**config.mk**
```make
export PLATFORM = sky130hd
export DESIGN_NAME = bca_core
export DESIGN_NICKNAME = d
export VERILOG_FILES = /design/src/hdl/bca_pkg.sv /design/src/hdl/bca_core.sv
export VERILOG_INCLUDE_DIRS = /design/src /design/src/hdl
export SDC_FILE = /design/constraint.sdc
export NUM_CORES = 1
export LEC_CHECK = 0
export BUFFER_PORTS_ARGS = -buffer_cell sky130_fd_sc_hd__buf_2
export CORE_ASPECT_RATIO = 1.4
export CORE_UTILIZATION = 52
export CTS_BUF_LIST = sky130_fd_sc_hd__clkbuf_2 sky130_fd_sc_hd__clkbuf_4 sky130_fd_sc_hd__clkbuf_8
export DETAILED_ROUTE_END_ITERATION = 10
export PLACE_DENSITY = 0.82
export SYNTH_ARGS = -nofsm -noshare
export SYNTH_HDL_FRONTEND = slang
export SYNTH_SLANG_ARGS = --single-unit
```
**constraint.sdc**
```tcl
create_clock -name i_mclk -period 2.2 [get_ports i_mclk]
set_clock_uncertainty 0.15 [all_clocks]
set_input_delay 0.11 -clock i_mclk [delete_from_list [all_inputs] [get_ports i_mclk]]
set_output_delay 0.11 -clock i_mclk [all_outputs]
set_load 0.01 [all_outputs]
```
**src/hdl/bca_cfg.svh**
```systemverilog
// Encodings, field positions and reset values of the execute slice
`ifndef BCA_CFG_SVH
`define BCA_CFG_SVH
`define BCA_OPC_NOP          12'h000
`define BCA_OPC_COPY_MASK    12'hFE0
`define BCA_OPC_COPY         12'h020
`define BCA_OPC_DF_MASK      12'hFC0
`define BCA_OPC_OR_REG       12'h100
`define BCA_OPC_MOVE_REG     12'h200
`define BCA_OPC_INC_REG      12'h280
`define BCA_OPC_INC_SKIP     12'h3C0
`define BCA_OPC_LIT_MASK     12'hF00
`define BCA_OPC_OR_LIT       12'hD00
`define BCA_OPC_LOAD_LIT     12'hC00
`define BCA_DEST_BIT         5
`define BCA_LIT_MSB          7
`define BCA_ACC_RESET        8'h00
`define BCA_ZERO_RESET       1'b0
`define BCA_PC_RESET         11'h000
`endif

```
**src/hdl/bca_pkg.sv**
```systemverilog
// Types shared by the execute slice
package bca_pkg;
    typedef enum logic [3:0] {
        BCA_OP_NOP      = 4'b0000,
        BCA_OP_INC_REG  = 4'b0001,
        BCA_OP_INC_SKIP = 4'b0010,
        BCA_OP_OR_LIT   = 4'b0011,
        BCA_OP_OR_REG   = 4'b0100,
        BCA_OP_COPY     = 4'b0101,
        BCA_OP_MOVE_REG = 4'b0110,
        BCA_OP_LOAD_LIT = 4'b0111,
        BCA_OP_OTHER    = 4'b1000
    } bca_op_t;

    typedef enum logic [0:0] {
        BCA_ST_RUN  = 1'b0,
        BCA_ST_SKIP = 1'b1
    } bca_state_t;

    typedef struct packed {
        logic       we;
        logic [4:0] addr;
        logic [7:0] data;
    } bca_file_wr_t;
endpackage : bca_pkg

```
**src/hdl/bca_core.sv**
```systemverilog
// Execute slice: increment, increment-skip, OR, moves, literal load, no-op
`timescale 1ns/1ns
`default_nettype none
`include "bca_cfg.svh"

module bca_core
    import bca_pkg::*;
#(
    parameter int ADDR_W = 5,
    parameter int PC_W   = 11
) (
    input  wire logic              i_mclk,
    input  wire logic              i_resetn,
    input  wire logic              i_instr_valid,
    input  wire logic [11:0]       i_instr,
    input  wire logic [7:0]        i_file_rdata,
    output logic [ADDR_W-1:0]      o_file_raddr,
    output bca_file_wr_t           o_file_wr,
    output logic [7:0]             o_acc,
    output logic                   o_zero,
    output logic [PC_W-1:0]        o_pc,
    output logic                   o_squash,
    output logic                   o_unsupported
);

    // Anything unmatched falls to other and runs as a no-op
    function automatic bca_op_t decode(input logic [11:0] ins);
        bca_op_t op;
        op = BCA_OP_OTHER;
        if (ins == `BCA_OPC_NOP) begin
            op = BCA_OP_NOP;
        end else if ((ins & `BCA_OPC_COPY_MASK) == `BCA_OPC_COPY) begin
            op = BCA_OP_COPY;
        end else if ((ins & `BCA_OPC_DF_MASK) == `BCA_OPC_OR_REG) begin
            op = BCA_OP_OR_REG;
        end else if ((ins & `BCA_OPC_DF_MASK) == `BCA_OPC_MOVE_REG) begin
            op = BCA_OP_MOVE_REG;
        end else if ((ins & `BCA_OPC_DF_MASK) == `BCA_OPC_INC_REG) begin
            op = BCA_OP_INC_REG;
        end else if ((ins & `BCA_OPC_DF_MASK) == `BCA_OPC_INC_SKIP) begin
            op = BCA_OP_INC_SKIP;
        end else if ((ins & `BCA_OPC_LIT_MASK) == `BCA_OPC_OR_LIT) begin
            op = BCA_OP_OR_LIT;
        end else if ((ins & `BCA_OPC_LIT_MASK) == `BCA_OPC_LOAD_LIT) begin
            op = BCA_OP_LOAD_LIT;
        end
        return op;
    endfunction : decode

    // Shared by the zero flag and the skip test so both agree on zero
    function automatic logic is_null(input logic [7:0] val);
        return (val == 8'h00);
    endfunction : is_null

    function automatic logic [7:0] incr8(input logic [7:0] val);
        // Wraps from all ones to zero, which the skip test relies on
        return val + 8'h01;
    endfunction : incr8

    function automatic logic [ADDR_W-1:0] addr_field(input logic [11:0] ins);
        return ins[ADDR_W-1:0];
    endfunction : addr_field

    function automatic logic [7:0] lit_field(input logic [11:0] ins);
        return ins[`BCA_LIT_MSB:0];
    endfunction : lit_field

    logic [7:0]        acc_reg;
    logic              zero_reg;
    logic [PC_W-1:0]   pc_reg;
    bca_state_t        state_reg;
    bca_file_wr_t      wr_reg;
    logic              unsup_reg;

    bca_op_t           op;
    logic              dest_file;
    logic [7:0]        lit;
    logic [7:0]        inc_val;
    logic [7:0]        result;
    logic              wr_acc;
    logic              wr_file;
    logic              upd_zero;
    logic              skip_req;
    logic              file_we;
    logic              exec;

    // A squashed slot still consumes the incoming word but executes nothing
    assign exec      = i_instr_valid && (state_reg == BCA_ST_RUN);
    assign file_we   = exec && wr_file;
    assign op        = decode(i_instr);
    assign dest_file = i_instr[`BCA_DEST_BIT];
    assign lit       = lit_field(i_instr);
    assign inc_val   = incr8(i_file_rdata);
    assign o_file_raddr = addr_field(i_instr);

    // Result path: what each operation would write, whether or not it lands
    always_comb begin
        result = 8'h00;
        case (op)
            BCA_OP_INC_REG: begin
                result = inc_val;
            end
            BCA_OP_INC_SKIP: begin
                result = inc_val;
            end
            BCA_OP_OR_LIT: begin
                result = acc_reg | lit;
            end
            BCA_OP_OR_REG: begin
                result = acc_reg | i_file_rdata;
            end
            BCA_OP_COPY: begin
                result = acc_reg;
            end
            BCA_OP_MOVE_REG: begin
                result = i_file_rdata;
            end
            BCA_OP_LOAD_LIT: begin
                result = lit;
            end
            BCA_OP_NOP: begin
                result = 8'h00;
            end
            default: begin
                result = 8'h00;
            end
        endcase
    end

    // Destination routing: the dest bit only matters for file-register forms
    always_comb begin
        wr_acc  = 1'b0;
        wr_file = 1'b0;
        case (op)
            BCA_OP_INC_REG: begin
                wr_acc  = !dest_file;
                wr_file = dest_file;
            end
            BCA_OP_INC_SKIP: begin
                wr_acc  = !dest_file;
                wr_file = dest_file;
            end
            BCA_OP_OR_LIT: begin
                wr_acc  = 1'b1;
                wr_file = 1'b0;
            end
            BCA_OP_OR_REG: begin
                wr_acc  = !dest_file;
                wr_file = dest_file;
            end
            BCA_OP_COPY: begin
                wr_acc  = 1'b0;
                wr_file = 1'b1;
            end
            BCA_OP_MOVE_REG: begin
                // Dest one rewrites the same value; only zero shows
                wr_acc  = !dest_file;
                wr_file = dest_file;
            end
            BCA_OP_LOAD_LIT: begin
                wr_acc  = 1'b1;
                wr_file = 1'b0;
            end
            BCA_OP_NOP: begin
                wr_acc  = 1'b0;
                wr_file = 1'b0;
            end
            default: begin
                wr_acc  = 1'b0;
                wr_file = 1'b0;
            end
        endcase
    end

    // Flag policy: skip forms, copies and literal loads leave the flag alone
    always_comb begin
        upd_zero = 1'b0;
        skip_req = 1'b0;
        case (op)
            BCA_OP_INC_REG: begin
                upd_zero = 1'b1;
                skip_req = 1'b0;
            end
            BCA_OP_INC_SKIP: begin
                upd_zero = 1'b0;
                skip_req = is_null(inc_val);
            end
            BCA_OP_OR_LIT: begin
                upd_zero = 1'b1;
                skip_req = 1'b0;
            end
            BCA_OP_OR_REG: begin
                upd_zero = 1'b1;
                skip_req = 1'b0;
            end
            BCA_OP_COPY: begin
                upd_zero = 1'b0;
                skip_req = 1'b0;
            end
            BCA_OP_MOVE_REG: begin
                upd_zero = 1'b1;
                skip_req = 1'b0;
            end
            BCA_OP_LOAD_LIT: begin
                upd_zero = 1'b0;
                skip_req = 1'b0;
            end
            BCA_OP_NOP: begin
                upd_zero = 1'b0;
                skip_req = 1'b0;
            end
            default: begin
                upd_zero = 1'b0;
                skip_req = 1'b0;
            end
        endcase
    end

    // Invalid cycles freeze the accumulator, flag, state and count, so the fetch side may stall freely
    always_ff @(posedge i_mclk or negedge i_resetn) begin
        if (!i_resetn) begin
            acc_reg <= `BCA_ACC_RESET;
        end else if (exec && wr_acc) begin
            acc_reg <= result;
        end
    end

    always_ff @(posedge i_mclk or negedge i_resetn) begin
        if (!i_resetn) begin
            zero_reg <= `BCA_ZERO_RESET;
        end else if (exec && upd_zero) begin
            zero_reg <= is_null(result);
        end
    end

    always_ff @(posedge i_mclk or negedge i_resetn) begin
        if (!i_resetn) begin
            wr_reg <= '0;
        end else begin
            wr_reg.we   <= file_we;
            wr_reg.addr <= addr_field(i_instr);
            wr_reg.data <= result;
        end
    end

    // Skip state turns the next slot into a no-op, giving two cycles
    always_ff @(posedge i_mclk or negedge i_resetn) begin
        if (!i_resetn) begin
            state_reg <= BCA_ST_RUN;
        end else if (i_instr_valid) begin
            case (state_reg)
                BCA_ST_RUN: begin
                    state_reg <= skip_req ? BCA_ST_SKIP : BCA_ST_RUN;
                end
                BCA_ST_SKIP: begin
                    state_reg <= BCA_ST_RUN;
                end
                default: begin
                    state_reg <= BCA_ST_RUN;
                end
            endcase
        end
    end

    // Squashed slots advance the count too, as their word was fetched
    always_ff @(posedge i_mclk or negedge i_resetn) begin
        if (!i_resetn) begin
            pc_reg <= `BCA_PC_RESET;
        end else if (i_instr_valid) begin
            pc_reg <= pc_reg + {{(PC_W-1){1'b0}}, 1'b1};
        end
    end

    // Words outside this slice run as no-ops; the pulse lets the core trap them
    always_ff @(posedge i_mclk or negedge i_resetn) begin
        if (!i_resetn) begin
            unsup_reg <= 1'b0;
        end else begin
            unsup_reg <= exec && (op == BCA_OP_OTHER);
        end
    end

    assign o_acc         = acc_reg;
    assign o_zero        = zero_reg;
    assign o_pc          = pc_reg;
    assign o_file_wr     = wr_reg;
    assign o_squash      = (state_reg == BCA_ST_SKIP);
    assign o_unsupported = unsup_reg;

endmodule : bca_core
`default_nettype wire

```
# After elaboration in Yosys (flattened, before gate mapping)
# Cells that the tools add are included.
# totals
wordCells	56
in_bits	23
ff_bits	36
# classes
muxes	15
eq_ne	15
n_reduce_logical	13
bitwise	3
add_sub_neg	2
# op_table
cell	n
8-bit one-hot mux with 6 select lines	1
4-bit 2-to-1 mux	8
6-bit by 4-bit == test with 1-bit output (second input constant)	3
4-bit by 3-bit == test with 1-bit output (second input constant)	4
8-bit logical NOT	2
8-bit bitwise OR	2
4-bit == test (second input constant)	3
12-bit logical NOT	1
11-bit by 1-bit adder with 11-bit output (second input constant)	1
8-bit by 1-bit adder with 8-bit output (second input constant)	1
4-bit by 2-bit == test with 1-bit output (second input constant)	2
4-bit OR reduction	2
7-bit by 1-bit == test with 1-bit output (second input constant)	1
6-bit by 3-bit == test with 1-bit output (second input constant)	1
1-bit one-hot mux with 2 select lines	3
1-bit logical AND	5
4-bit by 1-bit == test with 1-bit output (second input constant)	1
2-bit OR reduction	2
1-bit 2-to-1 mux	3
1-bit logical NOT	1
1-bit NOT	1

# Logic depth before layout (Yosys ltp)
# depth
depth_word	13
mapped_depth	9
ltp_nobuf	7

# Worst setup path after synthesis
# No wires, ideal clock.
# synth_timing
path_type	input-to-reg
from	input port i_instr[9]
to	register zero_reg, in the netlist o_zero
path_slack_ps	410
path_stages	7
n_path_buf	1
arrival_ps	1560
path_cell_list	buf_6 xor2_1 nand2_1 o21ai_0 a211o_1 or4_4 o22ai_2
# synth_via
elab_chain_cells	13
word_cells_on_any_way	29
cone_classes	eq/ne (14); mux (10); reduce/logical (5)
# synth_rtl
item	line	source
start, declared	bca_core.sv:15	input wire logic [11:0] i_instr,
4-bit == test (no line)	--	
4-bit 2-to-1 mux	bca_core.sv:44	end else if ((ins & `BCA_OPC_LIT_MASK) == `BCA_OPC_LOAD_LIT) begin
4-bit 2-to-1 mux	bca_core.sv:42	end else if ((ins & `BCA_OPC_LIT_MASK) == `BCA_OPC_OR_LIT) begin
4-bit 2-to-1 mux	bca_core.sv:40	end else if ((ins & `BCA_OPC_DF_MASK) == `BCA_OPC_INC_SKIP) begin
4-bit 2-to-1 mux	bca_core.sv:38	end else if ((ins & `BCA_OPC_DF_MASK) == `BCA_OPC_INC_REG) begin
4-bit 2-to-1 mux	bca_core.sv:36	end else if ((ins & `BCA_OPC_DF_MASK) == `BCA_OPC_MOVE_REG) begin
4-bit 2-to-1 mux	bca_core.sv:34	end else if ((ins & `BCA_OPC_DF_MASK) == `BCA_OPC_OR_REG) begin
4-bit 2-to-1 mux	bca_core.sv:32	end else if ((ins & `BCA_OPC_COPY_MASK) == `BCA_OPC_COPY) begin
4-bit 2-to-1 mux (*)	bca_core.sv:30	if (ins == `BCA_OPC_NOP) begin
4-bit by 2-bit == test with 1-bit output (tied with other cells)	bca_core.sv:99	case (op)
2-bit OR reduction (no line) / 4-bit OR reduction (equally long branches)	--	
8-bit one-hot mux with 6 select lines / 1-bit 2-to-1 mux (equally long branches)	bca_core.sv:99, bca_core.sv:179	
8-bit logical NOT / 1-bit logical AND (equally long branches)	bca_core.sv:52, bca_core.sv:231	
end signal, assigned	bca_core.sv:230	zero_reg <= `BCA_ZERO_RESET;
end signal, assigned	bca_core.sv:232	zero_reg <= is_null(result);
end, declared	bca_core.sv:69	logic zero_reg;
# Mark *: on every way between the ends. The rest lies on a longest branch, timed or not.
# A chain may end at the register's enable or synchronous reset.

# Worst setup path after layout
# layout_timing
from	input port i_instr[5]
to	register zero_reg, in the netlist o_zero
# layout_via
elab_chain_cells	7
word_cells_on_any_way	18
cone_classes	eq/ne (8); mux (4); bitwise (1); reduce/logical (5)
# layout_rtl
item	line	source
7-bit by 1-bit == test with 1-bit output (no line)	--	
4-bit 2-to-1 mux	bca_core.sv:32	
4-bit 2-to-1 mux (*)	bca_core.sv:30	
4-bit by 2-bit == test with 1-bit output / 4-bit by 1-bit == test with 1-bit output (equally long branches)	bca_core.sv:99	
2-bit OR reduction (no line)	--	
8-bit one-hot mux with 6 select lines (*)	bca_core.sv:99	
net result[2]	bca_core.sv:79	logic [7:0] result;
8-bit logical NOT (*)	bca_core.sv:52	return (val == 8'h00);
# Mark *: on every way through the listed nets, which the timed path passes. The rest lies on a longest branch.

==> summary.md <==
| Metric | Value |
|---|---|
| Number of buffers created by CTS | 5 |
| Dpl hpwl | roughly 3300 um |
| Die Ht | 73.6 um |
| Global-route wire length before repair | between 7000 and 8000 um |
| Peak supply drop | 0.644 mV |
| CTS tree | done |
| Antenna violations before repair | 0 |
| EDFF count, synth | 0 |
| Final nets | between 200 and 300 |
| CP Capture Type | flip-flop |
| Leakage | ~0.0012 uW |
| Critical path peak fanout | 5 |
| Synth async-reset ratio | 100% |
| Outcome | finished, final reports clean |
| CTS H-tree lvls | 2 |
| Yosys warning count | 0 |
| Power density over cell area | between 700 and 800 nW/um2 |
| Clk sink count | 36 |
| Routability Congestion | ~0.9 |
| Slew Viols, Final | 0 |
| Crit path time final | between 2000 and 2500 ps |
| Initial DRC Count | 46 |
| Top Ports | between 60 and 70 |
| Startpoint Class | input pin |
| Mapped Cells | about 180 |
| Final Hold Fails | 0 |
| Worst Hold Class | input pin to flip-flop |
| Skew-Pair Late Insertion Delay | ~280 ps |
| Cell taking the most area after synthesis | dfrtp_1 |
| Post-synth top cells | 36 x dfrtp_1, 15 x nand3_1, 13 x nand2_1 |
| Area grow syn2layout | 24.3% |
| Flops & latches, synth | 36 |
| Cell Area, Synth | around 1900 um2 |
| Max Fclk | approximately 490 MHz |
| Die X | 53.1 um |
| CP arrival | roughly 2100 ps |
| Remaining Overflow, GRT | 0 |
| Synth top area cells | dfrtp_1 47%, xnor2_1 5.5%, nand3_1 3.9%, buf_4 2.8%, a22o_1 2.8% |
| Final ANT Viol Nets | 0 |
| Sequential area share after synthesis | 47.3% |
| Post-synth top area share | a little under half |
| Routed vias | 1642 |
| Most used DFF post-synth | dfrtp_1 |
| Most instantiated library cell after synthesis | dfrtp_1 |
| Worst slew pin tran | about 760 ps |
| Tot Pwr | 1800 uW |
| IO Port Bufs | 63 |
| Largest net degree at the start of global routing | 37 |
| Core area | roughly 3400 um2 |
| RSZ-0062 raised after global routing | no |
| Core Rows | 25 |
| Final Cycle Share | roughly 94% |
| Syn nets | between 200 and 250 |
| DRC | 0 |
| Critical setup path kind | input pin to flip-flop |
| Req. time, crit path | ~2300 ps |
| N_diodes | 0 |
| Post-Layout Cell Count | approximately 290 |
| Post-Place Cells | between 200 and 300 |
| Clock slew at reported path FFs | around 70 ps |
| Slew headroom | 49.2% |
| Post-Syn Area per Cell | 10.6 um2 |
| Vias in the first global route | about 1600 |
| Total of max-cap violations | 0 |
| First-pass detailed-route iteration total | 4 |
| Setup total negative slack | 0 ps |
| Final Setup Violations | 0 |
| Clk root buf | clkbuf_8 |
| WHS | between 40 and 50 ps |
| Total Routed Length | between 4000 and 5000 um |
| Die area | between 3000 and 4000 um2 |
| Starting Density | between 50 and 60% |
| Vias per cell | around 5.7 |
| Cell variety after synth | 48 |
| Routed len/inst | between 15 and 20 um |
| Clk buf depth | 2 |
| Proportion of layout cells with a drive suffix above 1 | approximately 37% |
| Total Routing Usage GR | around a quarter |
cells by family (layout without fill, tap and decap cells):
logic type,count (synthesis),in the layout,share of synthesized area (%)
buffers and inverters,16,86,5.72
and+or+nand+nor,64,64,19.5
AOI/OAI and AO/OA,41,41,16.4
xor gates and xnor gates,17,17,7.82
DFF,36,36,47.3
adders and majority gates,3,3,1.97
muxes,2,2,1.18
timing repair:
item / CTS / global route
setup endpoints to repair: 0 / 0
buffers inserted: 0 / 0
endpoints found under the hold margin: 44 / 0
hold buffers: 8 / 0
resized for setup: 0 / 0
critical path: stages:
cell           delay (ps)
dlygate4sd3_1         530
buf_2                 160
o21ai_2               130
a21oi_2               110
a221o_2               430
or4_4                 540
o22ai_2                90
power breakdown:
| group | leakage (uW) | internal [uW] | switching, uW |
|---|---|---|---|
| registers | 0.000470 | 761 | 108 |
| logic | 0.000703 | 214 | 236 |
| clock network | 0.0000510 | 250 | 227 |
| total | 0.00122 | 1220 | 571 |
state kept, by name, indices dropped and copies added, names as in the netlist:
register	count
o_acc	8
o_file_wr	14
o_pc	11
o_squash	1
o_unsupported	1
o_zero	1
metal layers:
metal / track usage (%) / up-vias / wire [um]
met5: 0 / - / 0
met4: 12.9 / 0 / 133
met3: 5.59 / 11 / 211
met2: 43.6 / 61 / 2340
met1: 30.0 / 782 / 1800
li1: - / 788 / -
cells in the final DEF (no fill, tap or decap), drive strengths merged, types with 2 or more instances in the layout:
cell type / synthesis / final
nor3: 6 / 6
o21ai: 7 / 7
nand3: 16 / 16
xor2: 5 / 5
buf: 10 / 65
a211o: 2 / 2
inv: 5 / 5
nor2: 6 / 6
a21o: 8 / 8
clkbuf: 1 / 6
dlygate4sd3: 0 / 8
and4b: 2 / 2
o211ai: 3 / 3
nor4: 3 / 3
a22o: 7 / 7
mux2: 2 / 2
clkinv: 0 / 2
xnor2: 12 / 12
nand4: 6 / 6
and3: 3 / 3
a21oi: 6 / 6
ha: 3 / 3
dfrtp: 36 / 36
nand2: 13 / 13
path summary, 6_finish.rpt:
kind	cells after the start	endpoint	slack, ps	startpoint
worst max-delay path	7	o_zero	140	i_instr[5]
worst min-delay path	4	o_file_wr[13]	40	i_instr[7]
worst max register to register	3	o_zero	540	o_acc[2]
worst min register to register	1	o_pc[10]	330	o_pc[10]
max in group asynchronous	2	o_file_wr[7]	1130	i_resetn
min in group asynchronous	2	o_pc[2]	280	i_resetn
cell type report:
type,instances,area [um2]
tap,40,50.0
clock inverter,2,10.0
sequential,36,901
inverter,5,18.8
timing repair buffer,73,410
fill,272,1070
clock buffer,6,82.6
multi-input combinational,127,893
stage by stage:
stage	util (%)	instance area, um2	worst slack (ps)
after global placement	63.7	2190	169
after detailed placement	63.7	2190	126
final	68.8	2370	142
after global routing	68.8	2370	85.1
after CTS	68.8	2370	158
after floorplan	-	1900	410
Note: power is estimated with default switching activity, not from simulation.
